==> src/shared/dgsm_cfg.svh <==
// constants for the dma global status and mode block
`ifndef DGSM_CFG_SVH
`define DGSM_CFG_SVH
`define DGSM_STATUS_OFFSET 6'h04
`define DGSM_MODE_OFFSET   6'h08
`define DGSM_RX_LSB        28
`define DGSM_TX_LSB        24
`define DGSM_CFG_BIT       21
`define DGSM_FAIL_BIT      1
`define DGSM_ACK_BIT       0
`define DGSM_MODE_BIT      0
`define DGSM_STATUS_RESET  32'h0000_0000
`define DGSM_MODE_RESET    1'b0
`define DGSM_STATUS_MASK   32'hff20_0003
`endif

==> src/shared/dgsm_pkg.sv <==
// types for the dma global status and mode block
package dgsm_pkg;
	typedef struct packed {
		logic [31:0] status;
		logic        chain_end_select;
		logic [31:0] rdata;
		logic        irq;
	} dgsm_state_type;
endpackage : dgsm_pkg

==> src/rtl/dgsm_top.sv <==
// global interrupt status and dma mode registers
`timescale 1ns/1ps
`default_nettype none
`include "dgsm_cfg.svh"
module dgsm_top #(
	parameter int NUM_CHANNELS = 4
) (
	// clock and reset
	input  wire logic        clk_sys_in,
	input  wire logic        rst_n_in,
	// register access
	input  wire logic        reg_wr_in,
	input  wire logic        reg_rd_in,
	input  wire logic [5:0]  reg_addr_in,
	input  wire logic [31:0] reg_wdata_in,
	output logic      [31:0] reg_rdata_out,
	// queue write events, one-cycle pulses from the dma engine
	input  wire logic [3:0]  rx_vector_written_in,
	input  wire logic [3:0]  tx_vector_written_in,
	input  wire logic        cfg_vector_written_in,
	// action request outcome pulses
	input  wire logic        request_done_in,
	input  wire logic        request_failed_in,
	// mode and interrupt
	output logic             chain_end_select_out,
	output logic             int_a_n_out
);
	import dgsm_pkg::*;

	// ----------------------------------------
	// usage notes
	// ----------------------------------------
	// flags are sticky: an event pulse of one cycle is enough to set a
	// flag, and only a host write of one or a reset brings it back to zero.
	// a read and a write in the same cycle return the value from before
	// the write, so a host that reads back must use a later read.
	// the interrupt line is a registered level, one cycle behind the
	// event, which keeps it free of glitches on the bus side.
	// the mode bit only selects how chains end; the engine that walks
	// the descriptors lives outside this block.

	// ----------------------------------------
	// elaboration checks
	// ----------------------------------------
	// flags that stand alone rather than in a four-bit group
	localparam logic [31:0] DGSM_SINGLE_FLAGS = (32'h1 << `DGSM_CFG_BIT)
		| (32'h1 << `DGSM_FAIL_BIT) | (32'h1 << `DGSM_ACK_BIT);

	// the status map has four bits per channel group; nothing else fits
	if (NUM_CHANNELS != 4) begin : g_bad_channels
		$error("dgsm_top supports exactly four channels");
	end

	// a set position outside the mask would swallow its event silently
	if (((`DGSM_STATUS_MASK >> `DGSM_RX_LSB) & 32'hf) != 32'hf) begin : g_rx
		$error("status mask hides a receive flag");
	end
	if (((`DGSM_STATUS_MASK >> `DGSM_TX_LSB) & 32'hf) != 32'hf) begin : g_tx
		$error("status mask hides a transmit flag");
	end
	if ((`DGSM_STATUS_MASK & DGSM_SINGLE_FLAGS) != DGSM_SINGLE_FLAGS)
	begin : g_single
		$error("status mask hides a single flag");
	end

	// the mode read word places the chain end bit at position zero
	if (`DGSM_MODE_BIT != 0) begin : g_mode_pos
		$error("mode bit must sit at position zero");
	end

	// ----------------------------------------
	// helpers
	// ----------------------------------------
	// true when the byte address names the given register
	function automatic logic dgsm_hit(
		input logic [5:0] addr,
		input logic [5:0] offset
	);
		dgsm_hit = (addr == offset);
	endfunction : dgsm_hit

	// one clock of a sticky flag word: host ones clear, then this cycle's
	// events are or-ed back in so a clear never eats a fresh event
	function automatic logic [31:0] dgsm_w1c_step(
		input logic [31:0] cur,
		input logic [31:0] clr,
		input logic [31:0] set,
		input logic [31:0] keep
	);
		dgsm_w1c_step = ((cur & ~clr) | set) & keep;
	endfunction : dgsm_w1c_step

	// read word of the mode register; only the chain end bit exists
	function automatic logic [31:0] dgsm_mode_word(input logic mode_bit);
		dgsm_mode_word = {31'h0, mode_bit};
	endfunction : dgsm_mode_word

	// ----------------------------------------
	// state update
	// ----------------------------------------
	dgsm_state_type state_reg;
	dgsm_state_type state_next;
	logic [31:0]    set_vec;
	logic [31:0]    clr_vec;
	logic           st_sel;
	logic           md_sel;
	logic [31:0]    status_word;

	// ----------------------------------------
	// named views of the flag fields
	// ----------------------------------------
	// the read word is rebuilt from these, so reserved positions are
	// wired to zero rather than trusting the mask alone
	logic rx_queue_flag_ch3;
	logic rx_queue_flag_ch2;
	logic rx_queue_flag_ch1;
	logic rx_queue_flag_ch0;
	logic tx_queue_flag_ch3;
	logic tx_queue_flag_ch2;
	logic tx_queue_flag_ch1;
	logic tx_queue_flag_ch0;
	logic config_queue_flag;
	logic request_failed_flag;
	logic request_done_flag;

	// receive queue flags, one per serial channel
	assign rx_queue_flag_ch3   = state_reg.status[`DGSM_RX_LSB + 3];
	assign rx_queue_flag_ch2   = state_reg.status[`DGSM_RX_LSB + 2];
	assign rx_queue_flag_ch1   = state_reg.status[`DGSM_RX_LSB + 1];
	assign rx_queue_flag_ch0   = state_reg.status[`DGSM_RX_LSB];
	// transmit queue flags, one per serial channel
	assign tx_queue_flag_ch3   = state_reg.status[`DGSM_TX_LSB + 3];
	assign tx_queue_flag_ch2   = state_reg.status[`DGSM_TX_LSB + 2];
	assign tx_queue_flag_ch1   = state_reg.status[`DGSM_TX_LSB + 1];
	assign tx_queue_flag_ch0   = state_reg.status[`DGSM_TX_LSB];
	// configuration queue and request outcome flags
	assign config_queue_flag   = state_reg.status[`DGSM_CFG_BIT];
	assign request_failed_flag = state_reg.status[`DGSM_FAIL_BIT];
	assign request_done_flag   = state_reg.status[`DGSM_ACK_BIT];

	// status read word; gaps between the groups are reserved zeros
	assign status_word = {
		rx_queue_flag_ch3, rx_queue_flag_ch2,
		rx_queue_flag_ch1, rx_queue_flag_ch0,
		tx_queue_flag_ch3, tx_queue_flag_ch2,
		tx_queue_flag_ch1, tx_queue_flag_ch0,
		2'b00, config_queue_flag, 19'h0_0000,
		request_failed_flag, request_done_flag
	};

	// ----------------------------------------
	// next state
	// ----------------------------------------

	// hardware set events gathered into status positions
	always_comb begin
		set_vec = 32'h0000_0000;
		set_vec[`DGSM_RX_LSB +: 4] = rx_vector_written_in;
		set_vec[`DGSM_TX_LSB +: 4] = tx_vector_written_in;
		set_vec[`DGSM_CFG_BIT]     = cfg_vector_written_in;
		set_vec[`DGSM_FAIL_BIT]    = request_failed_in;
		set_vec[`DGSM_ACK_BIT]     = request_done_in;
	end

	// address decode
	always_comb begin
		st_sel = 1'b0;
		md_sel = 1'b0;
		if (dgsm_hit(reg_addr_in, `DGSM_STATUS_OFFSET)) begin
			st_sel = 1'b1;
		end else if (dgsm_hit(reg_addr_in, `DGSM_MODE_OFFSET)) begin
			md_sel = 1'b1;
		end
	end

	// write-one-to-clear, set wins; reads return registered data
	always_comb begin
		state_next = state_reg;
		clr_vec = (reg_wr_in && st_sel) ? reg_wdata_in : 32'h0000_0000;
		state_next.status = dgsm_w1c_step(state_reg.status, clr_vec,
			set_vec, `DGSM_STATUS_MASK);
		if (reg_wr_in && md_sel) begin
			state_next.chain_end_select = reg_wdata_in[`DGSM_MODE_BIT];
		end
		if (reg_rd_in) begin
			if (st_sel) begin
				state_next.rdata = status_word;
			end else if (md_sel) begin
				// reserved mode bits read as zero
				state_next.rdata = dgsm_mode_word(state_reg.chain_end_select);
			end else begin
				state_next.rdata = 32'h0000_0000;
			end
		end
		// any queue indication set keeps the line low
		state_next.irq = |state_next.status;
	end

	// registers, all clear after reset
	always_ff @(posedge clk_sys_in or negedge rst_n_in) begin
		if (!rst_n_in) begin
			state_reg.status           <= `DGSM_STATUS_RESET;
			state_reg.chain_end_select <= `DGSM_MODE_RESET;
			state_reg.rdata            <= 32'h0000_0000;
			state_reg.irq              <= 1'b0;
		end else begin
			state_reg <= state_next;
		end
	end

	// ----------------------------------------
	// outputs
	// ----------------------------------------
	assign reg_rdata_out        = state_reg.rdata;
	// low selects descriptor stop flags, high the last-address registers
	assign chain_end_select_out = state_reg.chain_end_select;
	assign int_a_n_out          = ~state_reg.irq;
endmodule : dgsm_top
`default_nettype wire

==> config.mk <==
export PLATFORM = sky130hd
export DESIGN_NAME = dgsm_top
export DESIGN_NICKNAME = d
export VERILOG_FILES = /design/src/shared/dgsm_pkg.sv /design/src/rtl/dgsm_top.sv
export VERILOG_INCLUDE_DIRS = /design/src /design/src/shared
export SDC_FILE = /design/constraint.sdc
export NUM_CORES = 1
export LEC_CHECK = 0
export BUFFER_PORTS_ARGS = -buffer_cell sky130_fd_sc_hd__buf_2
export CAP_MARGIN = 20
export CORE_MARGIN = 1
export CORE_UTILIZATION = 42
export DETAILED_ROUTE_END_ITERATION = 10
export GPL_ROUTABILITY_DRIVEN = 0
export HOLD_SLACK_MARGIN = 0.02
export PLACE_DENSITY = 0.8
export SLEW_MARGIN = 20
export SYNTH_ARGS = -nofsm -noshare
export SYNTH_HDL_FRONTEND = slang
export SYNTH_SLANG_ARGS = --single-unit
export TNS_END_PERCENT = 50
==> constraint.sdc <==
create_clock -name clk_sys_in -period 1.55 [get_ports clk_sys_in]
set_clock_uncertainty 0.2 [all_clocks]
set_input_delay 0.155 -clock clk_sys_in [delete_from_list [all_inputs] [get_ports clk_sys_in]]
set_output_delay 0.155 -clock clk_sys_in [all_outputs]
set_load 0.005 [all_outputs]
==> qor.yml <==
hold_viol: 1
status: "finished with violations"
post-cts-setup-buffer-count: 0
violations: "hold timing"
cp_max_fo: 6
fillers: 270
ys_ff_latch: 24
crit_required_ns: 1.57
cts.reportedPaths.clkPinSlew_ns: 0.13
holdWs_ns: -0.0103
crit_chain: "buf_2, or4_4, and4bb_2, buf_4, nand2_1, a21o_1"
min-delay-start: "tx_vector_written_in[3]"
crit_family: "simple AND/OR/NAND/NOR gates"
rows: 20
r2r_slack_ns: 0.09
htreeDepth: 1
die_y_um: 58.5
groute.usage.overall_pct: 17.5
largest_reg_flops: 11
grt_pass1_wl_um: 4540
finalCritPeriodShare_pct: 97.1
clockBufferDepth: 2
final.setup.tns_ns: 0
setup_viol: 0
synth.distinct_cells: 26
die_w_um: 58.5
worst-path-buf-inv: 2
drv_cap: 0
cts_sinks: 24
fmax_ghz: 0.665
yosysSeqAreaShare_pct: 44.8
critPathMaxStageDelay_ns: 0.53
avgSynthCellArea_um2: 8.99
relSlewSlack_pct: 64.1
drive_above_1_share_pct: 29.1
ys.warnings.count: 0
finish.utilization_pct: 59.1
grt_setup_unrepaired: "yes"
vdd_drop_max_mv: 0.363
slowest_stage: "or4_4"
rr_startpoint: "request_failed_flag$_DFF_PN0_"
routed_wl_um: 2890
place_ws_ns: -0.272
initialDrtViolationCount: 25
antenna_found_initial: 0
io_buffers: 44
syn2layout_area_growth_pct: 33.6
detail-route-antenna-nets: 0
cp.depth: 6
hold_path_class: "primary input to flop"
synth_area_mm2: 0.00134
drt-pass1-iter-count: 7
nets: 267
numCtsBuffers: 3
diodes: 0
drv_slew: 0
crit_path_start: "reg_addr_in[1]"
via_per_inst: 4.37
reg2regPathDepth: 4
grt_max_degree: 25
reg2reg_to: "state_reg[0]$_DFF_PN0_"
p_per_area_mw_per_mm2: 637
drc: 0
total_power_w: 0.00114
finalCriticalPeriod_ns: 1.50
grt_pass1_vias: 1066
critPathKind: "primary input to flop"
dieArea_mm2: 0.00342
startpoint_type: "primary input"
cts_tree: "built"
clock_latency_ns: 0.31
end_kind: "flop"
crit_path_end: "rx_queue_flag_ch1$_DFF_PN0_"
root_buffer: "clkbuf_4"
vias: 1123
crit_arrival_ns: 1.52
start_util_pct: 44.3
setup_ws_ns: 0.0452
ios: 87
core_mm2: 0.00303
overflow: 0
wire_per_inst_um: 11.2
hpwl_um: 2000
power_leakage_nw: 0.888
worstMarginPinSlew_ns: 0.539
synth_cells: 149
-- Yosys cell counts (all sizes together) --
cell type / n / area, µm²
a222oi: 1 / 10.0
clkbuf: 1 / 3.75
nor2b: 2 / 12.5
o22ai: 10 / 62.6
conb: 1 / 3.75
o2111ai: 1 / 8.76
nor3b: 1 / 7.51
buf: 35 / 256
nor3: 2 / 10.0
and4bb: 1 / 12.5
nand3: 1 / 5.00
mux2: 1 / 11.3
nand2: 23 / 86.3
o221ai: 1 / 8.76
nor4: 5 / 31.3
nand3b: 1 / 7.51
nand2b: 2 / 12.5
a21o: 11 / 82.6
or3b: 1 / 8.76
nor2: 2 / 7.51
inv: 18 / 67.6
or4: 1 / 7.51
a21oi: 3 / 15.0
dfrtp: 24 / 601
-- cell families after synthesis --
| kind of cell | count (synthesis) | synth area share, % |
|---|---|---|
| other cells | 1 | 0.280 |
| simple gates | 42 | 15.6 |
| flops | 24 | 44.8 |
| buf+inv | 54 | 24.5 |
| compound gates | 27 | 14.0 |
| mux | 1 | 0.840 |
-- report_power, final --
part           internal, W  total, W  switching, W
combinational    0.0000933  0.000175     0.0000813
clock             0.000143  0.000325      0.000181
sequential        0.000636  0.000641    0.00000536
total             0.000872   0.00114      0.000268
-- final cells by class --
cell class,instances,area (µm²),share of cell area [%]
sequential,24,601,33.5
timing repair buffer,76,523,29.2
multi-input combinational,91,508,28.4
inverter,18,67.6,3.77
tap,44,55.1,3.07
clock buffer,4,36.3,2.03
-- worst min path at each step --
stage,endpoint,slack [ns],cells past startpoint
final,state_reg[0]$_DFF_PN0_,-0.01,5
after global routing,chain_end_select_out$_DFFE_PN0P_,0.03,4
after CTS,rx_queue_flag_ch2$_DFF_PN0_,-0.17,2
after detailed placement,request_done_flag$_DFF_PN0_,-0.03,1
after global placement,rx_queue_flag_ch3$_DFF_PN0_,-0.04,1
after floorplan,chain_end_select_out$_DFFE_PN0P_,-0.34,0
-- placed cells by master, fill, tap and decap left out, drive strengths merged, types with 2 or more instances in the layout --
| master | netlist | routed |
|---|---|---|
| a21oi | 3 | 3 |
| inv | 18 | 18 |
| conb | 1 | 21 |
| dlygate4sd3 | 0 | 23 |
| nor3 | 2 | 2 |
| o22ai | 10 | 10 |
| clkbuf | 1 | 4 |
| nand2b | 2 | 2 |
| nor2 | 2 | 2 |
| nor2b | 2 | 2 |
| a21o | 11 | 11 |
| buf | 35 | 52 |
| dfrtp | 24 | 24 |
| nor4 | 5 | 5 |
| nand2 | 23 | 23 |
-- stage by stage --
stage / instance area [µm²] / cells
finish: 1790 / 257
floorplan: 1430 / 169
global placement: 1490 / 229
CTS: 1730 / 253
detailed placement: 1490 / 229
global route: 1790 / 257
-- what timing repair did --
action | in CTS | in global routing
hold endpoints to repair | 37 | 2
gates resized for setup | 0 | 4
hold buffers | 20 | 4
endpoints found under the setup margin | 0 | 1
-- layer usage --
| metal | wire [µm] | up-vias | GRT usage (%) |
|---|---|---|---|
| met3 | 140 | 2 | 2.86 |
| met4 | 16 | 0 | 4.08 |
| li1 | - | 565 | - |
| met2 | 1490 | 43 | 30.9 |
| met1 | 1240 | 513 | 22.6 |
| met5 | 0 | - | 0 |
-- worst reg2reg max path, cell delays in order, from the launching register on --
cell and delay, ns:
dfrtp_1 0.41, a222oi_1 0.36, o2111ai_1 0.18, nor3_2 0.13, nand3b_1 0.09
Power figures use the tool's default switching activity.
